`src/verilog/vsgc_pkg.sv`:
```
`default_nettype none
package vsgc_pkg;
	localparam int          WORD_BITS    = 16;
	localparam int          WRITE_BIT    = 15;
	localparam logic [6:0]  STATUS_ADDR  = 7'h3C;
	localparam logic [6:0]  CMD_ADDR_LO  = 7'h3E;
	localparam logic [6:0]  CMD_ADDR_HI  = 7'h3F;
	localparam logic [15:0] STATUS_RESET = 16'h0000;
	localparam logic [15:0] CMD_RESET    = 16'h0000;
	localparam logic [15:0] ESCAPE_WORD  = 16'h00E8;
	localparam logic [15:0] LEVEL_MASK   = 16'h7F03;
	localparam logic [15:0] STICKY_MASK  = 16'h002C;
	// status bit positions
	localparam int ST_SYS_ALARM = 14;
	localparam int ST_SPEC2_X   = 11;
	localparam int ST_SPEC1_X   = 8;
	localparam int ST_READY     = 7;
	localparam int ST_CHECKSUM  = 6;
	localparam int ST_SELFTEST  = 5;
	localparam int ST_ESCAPE    = 4;
	localparam int ST_FRAMING   = 3;
	localparam int ST_FL_UPDATE = 2;
	localparam int ST_SUP_HIGH  = 1;
	localparam int ST_SUP_LOW   = 0;
	// command bit positions
	localparam int CMD_AUTONULL   = 0;
	localparam int CMD_POWERDOWN  = 1;
	localparam int CMD_SELFTEST   = 2;
	localparam int CMD_FACTORY    = 3;
	localparam int CMD_CLR_STATUS = 4;
	localparam int CMD_FLASH_TEST = 5;
	localparam int CMD_SAVE_REGS  = 6;
	localparam int CMD_SW_RESET   = 7;
	localparam int CMD_CLR_REC    = 8;
	localparam int CMD_BAND_ERASE = 9;
	localparam int CMD_BUF_RESET  = 10;
	localparam int CMD_RECORD     = 11;
	localparam int CMD_BAND_SAVE  = 12;
	localparam int CMD_RETRIEVE   = 13;
	localparam int CMD_BAND_LOAD  = 14;
	localparam int CMD_NULL_CLEAR = 15;
endpackage
`default_nettype wire

```
`src/verilog/vsgc_status_cmd.sv`:
```
// What this block does
// RULE_01: read-only status word at 0x3C, resets zero
// RULE_02: bit 14 follows system alarm threshold crossing
// RULE_03: spectral alarms 2 bits 13-11, 1 bits 10-8
// RULE_04: bit 7 low busy, high data ready
// RULE_05: bit 6 checksum result, bit 2 flash-update failure
// RULE_06: failed self test sets bit 5
// RULE_07: escape word sets bit 4, good recording clears
// RULE_08: non-multiple-of-16 clock edges set bit 3
// RULE_09: bit 1 supply high, bit 0 supply low
// RULE_10: write-only command word 0x3E, bits self clear
// RULE_11: bit 0 autonull, bit 15 discards correction
// RULE_12: bits 14/12/9 band load, save, erase
// RULE_13: bit 13 retrieves records, bit 8 clears them
// RULE_14: bit 11 starts or stops recording
// RULE_15: bit 10 resets buffer read index
// RULE_16: bit 7 software reset, bit 6 saves registers
// RULE_17: bit 5 runs flash checksum test
// RULE_18: bit 4 clears status flags once
// RULE_19: bit 3 restores defaults, empties buffers
// RULE_20: bit 1 sleeps; wake on select or timer
// RULE_21: latching keeps flags until clear command
// RULE_22: without latching flags follow their conditions; bits 5, 3 and 2 still stay set until a clear command
`timescale 1ns/100ps
`default_nettype none
module vsgc_status_cmd (
	input  wire logic        CLK,
	input  wire logic        RST_N,
	input  wire logic        SCLK,
	input  wire logic        CS_N,
	input  wire logic        DIN,
	output logic             DOUT,
	output logic             DOUT_OE,
	input  wire logic        LATCH_EN,
	input  wire logic        SYS_ALARM,
	input  wire logic [2:0]  SPEC_ALARM2,
	input  wire logic [2:0]  SPEC_ALARM1,
	input  wire logic        DATA_READY,
	input  wire logic        FLASH_TEST_DONE,
	input  wire logic        FLASH_TEST_FAIL,
	input  wire logic        SELF_TEST_DONE,
	input  wire logic        SELF_TEST_FAIL,
	input  wire logic        FLASH_UPDATE_FAIL,
	input  wire logic        REC_DONE_OK,
	input  wire logic        REC_ACTIVE,
	input  wire logic        SUPPLY_HIGH,
	input  wire logic        SUPPLY_LOW,
	input  wire logic        AUTO_WAKE,
	output logic [15:0]      CMD_PULSE,
	output logic             REC_START,
	output logic             REC_STOP,
	output logic             SLEEP,
	output logic [15:0]      STATUS
);

	////////////////////////////////////////////////////////////////////////////
	// pin synchronisers: stage a feeds only stage b, stage c is for edges
	logic [2:0] sclk_s;
	logic [2:0] cs_s;
	logic [1:0] din_s;
	logic [2:0] next_sclk_s;
	logic [2:0] next_cs_s;
	logic [1:0] next_din_s;

	always_comb begin
		next_sclk_s = {sclk_s[1:0], SCLK};
		next_cs_s   = {cs_s[1:0], CS_N};
		next_din_s  = {din_s[0], DIN};
	end

	always_ff @(posedge CLK or negedge RST_N) begin
		if (!RST_N) begin
			sclk_s <= 3'h7;
			cs_s   <= 3'h7;
			din_s  <= 2'h0;
		end else begin
			sclk_s <= next_sclk_s;
			cs_s   <= next_cs_s;
			din_s  <= next_din_s;
		end
	end

	logic sclk_rise;
	logic sclk_fall;
	logic cs_fall;
	logic cs_rise;
	logic cs_low;
	assign sclk_rise = sclk_s[1] & ~sclk_s[2];
	assign sclk_fall = ~sclk_s[1] & sclk_s[2];
	assign cs_fall   = ~cs_s[1] & cs_s[2];
	assign cs_rise   = cs_s[1] & ~cs_s[2];
	assign cs_low    = ~cs_s[1];

	////////////////////////////////////////////////////////////////////////////
	// serial slave: mode 3, 16-bit words, write = 1 addr[6:0] data[7:0]
	logic [3:0]  bit_cnt;
	logic [15:0] rx;
	logic [15:0] tx;
	logic        oe;
	logic [3:0]  next_bit_cnt;
	logic [15:0] next_rx;
	logic [15:0] next_tx;
	logic        next_oe;
	logic [15:0] word_in;
	logic        word_done;
	logic        is_write;
	logic [6:0]  word_addr;
	logic        frame_err;
	logic        escape_hit;
	logic [15:0] status;

	assign word_in   = {rx[14:0], din_s[1]};
	assign word_done = cs_low & sclk_rise & (bit_cnt == 4'hF);
	assign is_write  = word_in[vsgc_pkg::WRITE_BIT];
	assign word_addr = word_in[14:8];
	assign frame_err  = cs_rise & (bit_cnt != 4'h0); // [RULE_08]
	assign escape_hit = word_done & (word_in == vsgc_pkg::ESCAPE_WORD); // [RULE_07]

	always_comb begin
		next_bit_cnt = bit_cnt;
		next_rx      = rx;
		next_tx      = tx;
		next_oe      = cs_low;
		if (cs_fall) begin
			next_bit_cnt = 4'h0;
		end else if (cs_low && sclk_rise) begin
			next_bit_cnt = bit_cnt + 4'h1;
			next_rx      = word_in;
		end
		if (cs_low && sclk_fall && bit_cnt != 4'h0) begin
			next_tx = {tx[14:0], 1'b0};
		end
		if (word_done) begin
			next_tx = 16'h0000;
			if (!is_write && word_addr[6:1] == vsgc_pkg::STATUS_ADDR[6:1]) begin
				next_tx = status; // [RULE_01]
			end
		end
	end

	always_ff @(posedge CLK or negedge RST_N) begin
		if (!RST_N) begin
			bit_cnt <= 4'h0;
			rx      <= 16'h0000;
			tx      <= 16'h0000;
			oe      <= 1'b0;
		end else begin
			bit_cnt <= next_bit_cnt;
			rx      <= next_rx;
			tx      <= next_tx;
			oe      <= next_oe;
		end
	end

	assign DOUT    = tx[15];
	assign DOUT_OE = oe;

	////////////////////////////////////////////////////////////////////////////
	// command word: one-cycle pulses, nothing stored, so it self clears
	logic [15:0] cmd;
	logic        rec_start;
	logic        rec_stop;
	logic        sleep;
	logic [15:0] next_cmd;
	logic        next_rec_start;
	logic        next_rec_stop;
	logic        next_sleep;

	always_comb begin
		next_cmd       = vsgc_pkg::CMD_RESET; // [RULE_10]
		next_rec_start = 1'b0;
		next_rec_stop  = 1'b0;
		if (word_done && is_write) begin
			if (word_addr == vsgc_pkg::CMD_ADDR_LO) begin
				next_cmd[7:0] = word_in[7:0]; // [RULE_11] [RULE_16] [RULE_17] [RULE_19]
			end else if (word_addr == vsgc_pkg::CMD_ADDR_HI) begin
				next_cmd[15:8] = word_in[7:0]; // [RULE_12] [RULE_13] [RULE_15]
				next_rec_start = word_in[vsgc_pkg::CMD_RECORD - 8] & ~REC_ACTIVE; // [RULE_14]
				next_rec_stop  = word_in[vsgc_pkg::CMD_RECORD - 8] & REC_ACTIVE;
			end
		end
		next_sleep = sleep;
		if (cmd[vsgc_pkg::CMD_POWERDOWN]) begin
			next_sleep = 1'b1; // [RULE_20]
		end else if (cs_fall || cs_rise || AUTO_WAKE) begin
			next_sleep = 1'b0; // [RULE_20]
		end
	end

	always_ff @(posedge CLK or negedge RST_N) begin
		if (!RST_N) begin
			cmd       <= vsgc_pkg::CMD_RESET;
			rec_start <= 1'b0;
			rec_stop  <= 1'b0;
			sleep     <= 1'b0;
		end else begin
			cmd       <= next_cmd;
			rec_start <= next_rec_start;
			rec_stop  <= next_rec_stop;
			sleep     <= next_sleep;
		end
	end

	assign CMD_PULSE = cmd;
	assign REC_START = rec_start;
	assign REC_STOP  = rec_stop;
	assign SLEEP     = sleep;

	////////////////////////////////////////////////////////////////////////////
	// status flags; a setting cause always wins over the clear
	logic [15:0] next_status;
	logic [15:0] held;
	logic [15:0] level;
	logic [15:0] events;
	logic        clear_all;

	assign clear_all = cmd[vsgc_pkg::CMD_CLR_STATUS] | cmd[vsgc_pkg::CMD_SW_RESET]
		| cmd[vsgc_pkg::CMD_FACTORY]; // [RULE_18]

	always_comb begin
		held  = clear_all ? vsgc_pkg::STATUS_RESET : status;
		level = 16'h0000;
		level[vsgc_pkg::ST_SYS_ALARM]                       = SYS_ALARM; // [RULE_02]
		level[vsgc_pkg::ST_SPEC2_X +: 3]                    = SPEC_ALARM2; // [RULE_03]
		level[vsgc_pkg::ST_SPEC1_X +: 3]                    = SPEC_ALARM1; // [RULE_03]
		level[vsgc_pkg::ST_SUP_HIGH]                        = SUPPLY_HIGH; // [RULE_09]
		level[vsgc_pkg::ST_SUP_LOW]                         = SUPPLY_LOW; // [RULE_09]
		events = 16'h0000;
		events[vsgc_pkg::ST_SELFTEST]  = SELF_TEST_DONE & SELF_TEST_FAIL; // [RULE_06]
		events[vsgc_pkg::ST_FRAMING]   = frame_err; // [RULE_08]
		events[vsgc_pkg::ST_FL_UPDATE] = FLASH_UPDATE_FAIL; // [RULE_05]
		next_status = 16'h0000;
		if (LATCH_EN) begin
			next_status = (held | level) & vsgc_pkg::LEVEL_MASK; // [RULE_21]
		end else begin
			next_status = level & vsgc_pkg::LEVEL_MASK; // [RULE_22]
		end
		next_status = next_status | ((held | events) & vsgc_pkg::STICKY_MASK);
		next_status[vsgc_pkg::ST_READY] = DATA_READY; // [RULE_04]
		if (FLASH_TEST_DONE) begin
			next_status[vsgc_pkg::ST_CHECKSUM] = FLASH_TEST_FAIL
				| (LATCH_EN & held[vsgc_pkg::ST_CHECKSUM]); // [RULE_05] [RULE_21]
		end else begin
			next_status[vsgc_pkg::ST_CHECKSUM] = held[vsgc_pkg::ST_CHECKSUM];
		end
		if (escape_hit) begin
			next_status[vsgc_pkg::ST_ESCAPE] = 1'b1; // [RULE_07]
		end else if (REC_DONE_OK) begin
			next_status[vsgc_pkg::ST_ESCAPE] = 1'b0; // [RULE_07]
		end else begin
			next_status[vsgc_pkg::ST_ESCAPE] = held[vsgc_pkg::ST_ESCAPE];
		end
	end

	always_ff @(posedge CLK or negedge RST_N) begin
		if (!RST_N) begin
			status <= vsgc_pkg::STATUS_RESET; // [RULE_01]
		end else begin
			status <= next_status;
		end
	end

	assign STATUS = status;

endmodule
`default_nettype wire

```
`config.mk`:
```
export PLATFORM = sky130hd
export DESIGN_NAME = vsgc_status_cmd
export DESIGN_NICKNAME = d
export VERILOG_FILES = /design/src/verilog/vsgc_pkg.sv /design/src/verilog/vsgc_status_cmd.sv
export SDC_FILE = /design/constraint.sdc
export NUM_CORES = 1
export LEC_CHECK = 0
export BUFFER_PORTS_ARGS = -buffer_cell sky130_fd_sc_hd__buf_2
export CAP_MARGIN = 20
export CORE_ASPECT_RATIO = 0.9
export CORE_MARGIN = 2
export CORE_UTILIZATION = 54
export DETAILED_ROUTE_END_ITERATION = 8
export GPL_TIMING_DRIVEN = 1
export MAX_ROUTING_LAYER = met4
export PLACE_DENSITY = 0.79
export SKIP_CTS_REPAIR_TIMING = 1
export SYNTH_ARGS = -nofsm -noshare
export SYNTH_HDL_FRONTEND = slang
export SYNTH_SLANG_ARGS = --single-unit
```
`constraint.sdc`:
```
create_clock -name CLK -period 2.61 [get_ports CLK]
set_input_delay 0.261 -clock CLK [delete_from_list [all_inputs] [get_ports CLK]]
set_output_delay 0.261 -clock CLK [all_outputs]
set_load 0.02 [all_outputs]
```
==> impl_metrics.env, run 1 <==
export IMPL_overflow=0
export IMPL_rows=25
export IMPL_grt_util_all_layers_pct=20.0
export IMPL_skew_ns=0.00778
export IMPL_syn_cell_area_mm2=0.00303
export IMPL_grtUsageMet1_pct=25.6
export IMPL_max_clock_freq_ghz=0.460
export IMPL_synth_area_per_cell_um2=14.0
export IMPL_synth_fp_nets=244
export IMPL_fin_cells=355
export IMPL_met2_usage_pct=30.1
export IMPL_relSlewSlack_pct=38.2
export IMPL_fp_dieW_um=82.9
export IMPL_diodes=0
export IMPL_finalCritPeriodShare_pct=83.3
export IMPL_syn_to_final_growth_pct=18.0
export IMPL_synth_ff_type="dfrtp_1"
export IMPL_firstDrtPassIters=6
export IMPL_wirelength_um=5590
export IMPL_yosys_warnings=0
export IMPL_ir_drop_v=0.000442
export IMPL_synth_seq_cells=78
export IMPL_crit_path_start_kind="register"
export IMPL_num_fill_cells=402
export IMPL_htree_levels=3
export IMPL_rsz0062_at_grt="false"
export IMPL_clk_latency_ns=0.34
export IMPL_antenna_found_initial=0
export IMPL_top_usage_layer="met2"
export IMPL_endpoint_kind="register"
export IMPL_fin_tns_setup_ns=0
export IMPL_synthTopCellsByArea="dfrtp_1 60%, mux2_2 5.6%, dfstp_2 5.2%"
export IMPL_first_global_vias=1866
export IMPL_coreArea_mm2=0.00532
export IMPL_dp_final_hpwl_um=3810
export IMPL_pwr_density_cell_mw_per_mm2=651
export IMPL_io_buffers=59
export IMPL_vias=1919
export IMPL_hold_class="input port to register"
export IMPL_power_w=0.00233
export IMPL_io_pins=61
export IMPL_worstSetupPathType="register to register"
export IMPL_numCtsBuffers=9
export IMPL_grt_pass1_wl_um=9200
export IMPL_fp_dieArea_mm2=0.00622
export IMPL_gp_congestion=0.846
export IMPL_drcViolationCount=0
export IMPL_post_drt_wl_per_cell_um=15.8
export IMPL_yosysTopAreaCell="dfrtp_1"
export IMPL_synthCells=216
export IMPL_dp_cells=336
export IMPL_most_common_layout_cells="72 x dfrtp_1, 58 x buf_2, 17 x and2_1"
export IMPL_path_cells="or3b_4 -> or2_1 -> nor3_4 -> a221o_2"
export IMPL_vias_per_cell=5.41
export IMPL_synth_edf_count=0
export IMPL_final_antenna_net_count=0
export IMPL_nets=311
export IMPL_cp_required_ns=2.89
export IMPL_arrival_ns=2.46
export IMPL_yosysSeqAreaShare_pct=64.7
export IMPL_slowest_stage="nor3_4"
export IMPL_clockRootBuffer="clkbuf_8"
export IMPL_slowest_delay_ns=0.56
export IMPL_worst_pin_slew_ns=0.926
export IMPL_clockBufferDepth=2
export IMPL_die_h_um=75.0
export IMPL_path_max_fanout=15
export IMPL_synth_top_cell_area_share_pct=59.5
export IMPL_path_clk_slew_ns=0.08
export IMPL_layout_commonest_cell="dfrtp_1"
export IMPL_status="complete, no violations"
export IMPL_max_cap_violations=0
export IMPL_layout_drive_gt1_share_pct=39.6
export IMPL_slew_violations=0
export IMPL_grt_max_degree=79
export IMPL_fin_crit_ns=2.17
export IMPL_finalHoldViolCount=0
export IMPL_synthArstFlopShare_pct=100
export IMPL_power_leakage_nw=1.84
export IMPL_start_util_pct=56.9
export IMPL_drtIter0Drc=80
export IMPL_setup_viol=0
export IMPL_ys_types=41
export IMPL_grtUsageMet3_pct=7.13
export IMPL_cts_tree="yes"
export IMPL_clock_sinks=78
==> metal layers <==
layer / share of wire (%) / up-vias
met3: 6.3 / 11
li1: - / 906
met4: 1.6 / 0
met2: 47 / 62
met1: 45 / 940
met5: 0 / -
==> worst paths after layout <==
check	startpoint	to	slack [ns]	cells past startpoint
max	sclk_s[1]	tx[10]	0.44	4
min in group asynchronous	RST_N	STATUS[5]	0.04	1
min reg2reg	din_s[0]	din_s[1]	0.35	0
min	DATA_READY	STATUS[7]	0.02	1
max in group asynchronous	RST_N	CMD_PULSE[7]	1.96	1
max reg2reg	sclk_s[1]	tx[10]	0.44	4
==> per-stage QoR <==
stage                     setup slack (ns)  instance area [um^2]  hold slack (ns)  util (%)
after floorplan                      0.642                  3030          -0.0346         -
after global placement               0.523                  3370            0.334      63.4
after detailed placement             0.478                  3370            0.340      63.4
after CTS                            0.439                  3540         -0.00958      66.6
after global routing                 0.319                  3570          0.00859      67.2
final                                0.437                  3570           0.0248      67.2
==> cell usage after synthesis, types with 2 or more instances <==
| library cell | number |
|---|---|
| a21o_1 | 10 |
| a21oi_1 | 2 |
| a221o_1 | 5 |
| a221o_2 | 9 |
| a22o_1 | 2 |
| a32o_1 | 2 |
| and2_1 | 17 |
| and3_1 | 16 |
| buf_4 | 2 |
| buf_6 | 3 |
| clkbuf_1 | 4 |
| dfrtp_1 | 72 |
| dfstp_2 | 6 |
| ha_1 | 4 |
| inv_1 | 5 |
| mux2_2 | 15 |
| nand2_1 | 7 |
| nand3_1 | 3 |
| nand3b_1 | 2 |
| nand4_1 | 3 |
| nor2_1 | 5 |
| nor4b_1 | 2 |
| xor2_1 | 2 |
==> layout make-up <==
cell class	instances	area [um^2]	share of cell area [%]
Multi-Input combinational cell	123	980	27.4
Sequential cell	78	1960	54.9
Tap cell	67	83.8	2.35
Timing Repair Buffer	66	358	10.0
Inverter	5	18.8	0.525
Clock buffer	9	124	3.47
Clock inverter	7	48.8	1.37
==> critical path: cells and delay by family, from the launching register on <==
kind	cells	cell delay (ns)
AOI/OAI and AO/OA	1	0.27
DFF	1	0.55
and+or+nand+nor	3	1.29
==> cell families (layout without fill, tap and decap cells) <==
group | after synthesis | count (layout) | synth area share [%]
muxes | 15 | 15 | 5.58
xor gates and xnor gates | 2 | 2 | 0.579
and+or+nand+nor | 68 | 68 | 14.7
DFF | 78 | 78 | 64.7
other | 1 | 1 | 0.124
adders and majority gates | 4 | 4 | 1.65
AOI/OAI and AO/OA | 33 | 33 | 9.76
buffers and inverters | 15 | 87 | 2.89
==> report_power, final <==
part,switching [W],internal (W),leakage (nW),total [W]
Clock,0.000433,0.000344,0.0776,0.000777
Combinational,0.0000913,0.0000943,0.763,0.000186
Sequential,0.0000818,0.00128,1.00,0.00136
==> registers in the layout (all words and copies together) (netlist names) <==
signal     cells
CMD_PULSE     16
DOUT_OE        1
REC_START      1
REC_STOP       1
SLEEP          1
STATUS        15
bit_cnt        4
cs_s           3
din_s          2
rx            15
sclk_s         3
tx            16
Note: power is estimated with default switching activity, not from simulation.
==> run 2: changes to the inputs <==
--- a/config.mk
+++ b/config.mk
@@ -5,15 +5,16 @@
 export SDC_FILE = /design/constraint.sdc
 export NUM_CORES = 1
 export LEC_CHECK = 0
+export ABC_AREA = 1
 export BUFFER_PORTS_ARGS = -buffer_cell sky130_fd_sc_hd__buf_2
 export CAP_MARGIN = 20
 export CORE_ASPECT_RATIO = 0.9
 export CORE_MARGIN = 2
-export CORE_UTILIZATION = 54
+export CORE_UTILIZATION = 49
 export DETAILED_ROUTE_END_ITERATION = 8
 export GPL_TIMING_DRIVEN = 1
 export MAX_ROUTING_LAYER = met4
-export PLACE_DENSITY = 0.79
+export PLACE_DENSITY = 0.75
 export SKIP_CTS_REPAIR_TIMING = 1
 export SYNTH_ARGS = -nofsm -noshare
 export SYNTH_HDL_FRONTEND = slang
==> constraint.sdc (replaced) <==
create_clock -name CLK -period 1.8 [get_ports CLK]
set_input_delay 0.18 -clock CLK [delete_from_list [all_inputs] [get_ports CLK]]
set_output_delay 0.18 -clock CLK [all_outputs]
set_load 0.02 [all_outputs]
==> impl_metrics.env, run 2 <==
export IMPL_status="complete, no violations"
export IMPL_start_util_pct=49.7
export IMPL_hold_class="input port to register"
export IMPL_vias_per_cell=5.01
export IMPL_synth_top_cell_area_share_pct=56.0
export IMPL_fp_dieW_um=89.4
export IMPL_diodes=0
export IMPL_wirelength_um=6230
export IMPL_layout_commonest_cell="dfrtp_1"
export IMPL_relSlewSlack_pct=62.6
export IMPL_synthArstFlopShare_pct=100
export IMPL_pwr_density_cell_mw_per_mm2=978
export IMPL_antenna_found_initial=0
export IMPL_first_global_vias=2079
export IMPL_synthTopCellsByArea="dfrtp_1 56%, nand3_1 9.9%, dfstp_2 4.9%"
export IMPL_syn_to_final_growth_pct=19.6
export IMPL_cp_required_ns=2.03
export IMPL_numCtsBuffers=9
export IMPL_synthCells=314
export IMPL_fin_crit_ns=1.53
export IMPL_clock_sinks=78
export IMPL_fin_cells=477
export IMPL_ys_types=26
export IMPL_max_cap_violations=0
export IMPL_yosys_warnings=0
export IMPL_skew_ns=0.00539
export IMPL_io_pins=61
export IMPL_max_clock_freq_ghz=0.655
export IMPL_die_h_um=80.9
export IMPL_clockPowerShare_pct=34.3
export IMPL_ir_drop_v=0.000596
export IMPL_p_int_w=0.00276
export IMPL_firstDrtPassIters=4
export IMPL_final_antenna_net_count=0
export IMPL_htree_levels=3
export IMPL_synth_most_common_cell="dfrtp_1"
export IMPL_clk_latency_ns=0.35
export IMPL_wl_met1_um=2980
export IMPL_finalHoldViolCount=0
export IMPL_overflow=0
export IMPL_num_fill_cells=539
export IMPL_rows=28
export IMPL_rsz0062_at_grt="false"
export IMPL_path_max_fanout=30
export IMPL_drtIter0Drc=200
export IMPL_arrival_ns=1.76
export IMPL_fp_dieArea_mm2=0.00724
export IMPL_slew_violations=0
export IMPL_syn_cell_area_mm2=0.00322
export IMPL_dr_wl_met3_um=375
export IMPL_dp_final_hpwl_um=4280
export IMPL_worstSetupPathType="register to register"
export IMPL_switchingPower_w=0.00101
export IMPL_met2_wirelength_um=2790
export IMPL_coreArea_mm2=0.00648
export IMPL_r2r_cells=7
export IMPL_reg2reg_to="rx[1]"
export IMPL_fin_tns_setup_ns=0
export IMPL_grt_max_degree=46
export IMPL_rr_startpoint="cs_s[1]"
export IMPL_io_buffers=59
export IMPL_grt_util_all_layers_pct=19.1
export IMPL_yosysSeqAreaShare_pct=60.9
export IMPL_synth_common_cells="72 x dfrtp_1, 64 x nand3_1, 39 x nand2_1, 32 x inv_1, 18 x nor2_1"
export IMPL_yosysTopAreaCell="dfrtp_1"
export IMPL_grt_pass1_wl_um=10100
export IMPL_r2r_slack_ns=0.27
export IMPL_synth_area_per_cell_um2=10.3
export IMPL_layout_drive_gt1_share_pct=30.2
export IMPL_drcViolationCount=0
export IMPL_finalCritPeriodShare_pct=84.8
export IMPL_setup_viol=0
export IMPL_post_drt_wl_per_cell_um=13.1
export IMPL_power_w=0.00376
export IMPL_vias=2388
export IMPL_gp_congestion=0.827
export IMPL_top_layer_used="met4"
export IMPL_power_leakage_nw=1.89
export IMPL_nets=410
export IMPL_p_seq_share_pct=53.2
export IMPL_power_frac_comb_pct=12.5
export IMPL_synth_ff_type="dfrtp_1"
export IMPL_most_common_layout_cells="72 x dfrtp_1, 64 x nand3_1, 58 x buf_2"
export IMPL_whs_endpoint="STATUS[8]"
export IMPL_worst_pin_slew_ns=0.560
export IMPL_synth_edf_count=0
export IMPL_clockBufferDepth=2
export IMPL_synth_fp_nets=342
export IMPL_clockRootBuffer="clkbuf_8"
export IMPL_path_clk_slew_ns=0.08
export IMPL_endpoint_kind="register"
export IMPL_crit_path_start_kind="register"
export IMPL_synth_seq_cells=78
export IMPL_cts_tree="yes"
export IMPL_worstHoldPathCells=2
export IMPL_dp_cells=455
export IMPL_p_sw_share_pct=26.8
export IMPL_min_from="SPEC_ALARM1[0]"
## run 2: cell types whose count changed in the layout (fill, tap and decap cells not counted), sizes merged, moves of 14 or more
| cell | change |
|---|---|
| a221o | -14 |
| and2 | -17 |
| and3 | -16 |
| inv | +27 |
| mux2 | -15 |
| nand2 | +35 |
| nand3 | +64 |
| nor2 | +17 |
| nor3 | +14 |
| o21ai | +18 |
## run 2: worst max-delay path by stage
stage	start	end	slack [ns]	cells past startpoint
2_1_floorplan	cs_s[1]	rx[3]	0.41	7
3_3_place_gp	cs_s[1]	rx[3]	0.32	7
3_5_place_dp	cs_s[1]	rx[7]	0.26	6
4_1_cts	cs_s[1]	rx[3]	0.26	7
5_1_grt	cs_s[1]	rx[1]	0.14	7
6_report	cs_s[1]	rx[1]	0.27	7
## run 2: layout make-up
type                    instances  area, um^2  area share, %
flip-flops and latches         78        1960           50.9
inverters                      33         124           3.22
multi-input cells             189        1040           27.1
clock buffers                  12         145           3.77
clock inverters                 4        48.8           1.27
repair buffers                 71         415           10.8
well taps                      90         113           2.92
## run 2: metal layers
metal | global-route usage [%] | vias to the layer above
li1 | - | 1176
met1 | 28.4 | 1138
met2 | 25.8 | 67
met3 | 4.88 | 7
met4 | 6.27 | 0
met5 | - | -
## run 2: kinds of logic (layout without fill, tap and decap cells)
family | after synthesis | in the layout | share of synthesized area (%)
other | 1 | 1 | 0.116
adder cells (fa/ha/maj) | 4 | 4 | 1.55
AO/OA/AOI/OAI | 34 | 34 | 6.80
buffers and inverters | 47 | 120 | 6.68
flip-flops | 78 | 78 | 60.9
AND/OR/NAND/NOR | 150 | 150 | 24.0
## run 2: per-stage QoR
| stage | utilization, % | hold slack (ns) | instance area [um^2] | setup WS (ns) |
|---|---|---|---|---|
| 2_1_floorplan | - | -0.116 | 3220 | 0.414 |
| 3_3_place_gp | 55.5 | 0.217 | 3600 | 0.320 |
| 3_5_place_dp | 55.5 | 0.209 | 3600 | 0.263 |
| 4_1_cts | 58.5 | -0.179 | 3790 | 0.261 |
| 5_1_grt | 59.4 | 0.00719 | 3850 | 0.136 |
| 6_report | 59.4 | 0.0186 | 3850 | 0.273 |
## run 2: worst max-delay path, cell delays in order (launching register included)
cell     delay [ns]
dfstp_2        0.57
inv_2          0.06
ha_1           0.19
inv_1          0.13
nand2_1        0.07
buf_4          0.22
nand2_1        0.09
o21ai_0        0.08
## run 2: power groups by stage
stage	clock (W)	combinational (W)	sequential, W
floorplan	0	0.000276	0.00205
global placement	0	0.000453	0.00203
detailed placement	0	0.000464	0.00204
CTS	0.00132	0.000467	0.00200
global route	0.00141	0.000547	0.00202
finish	0.00129	0.000470	0.00200
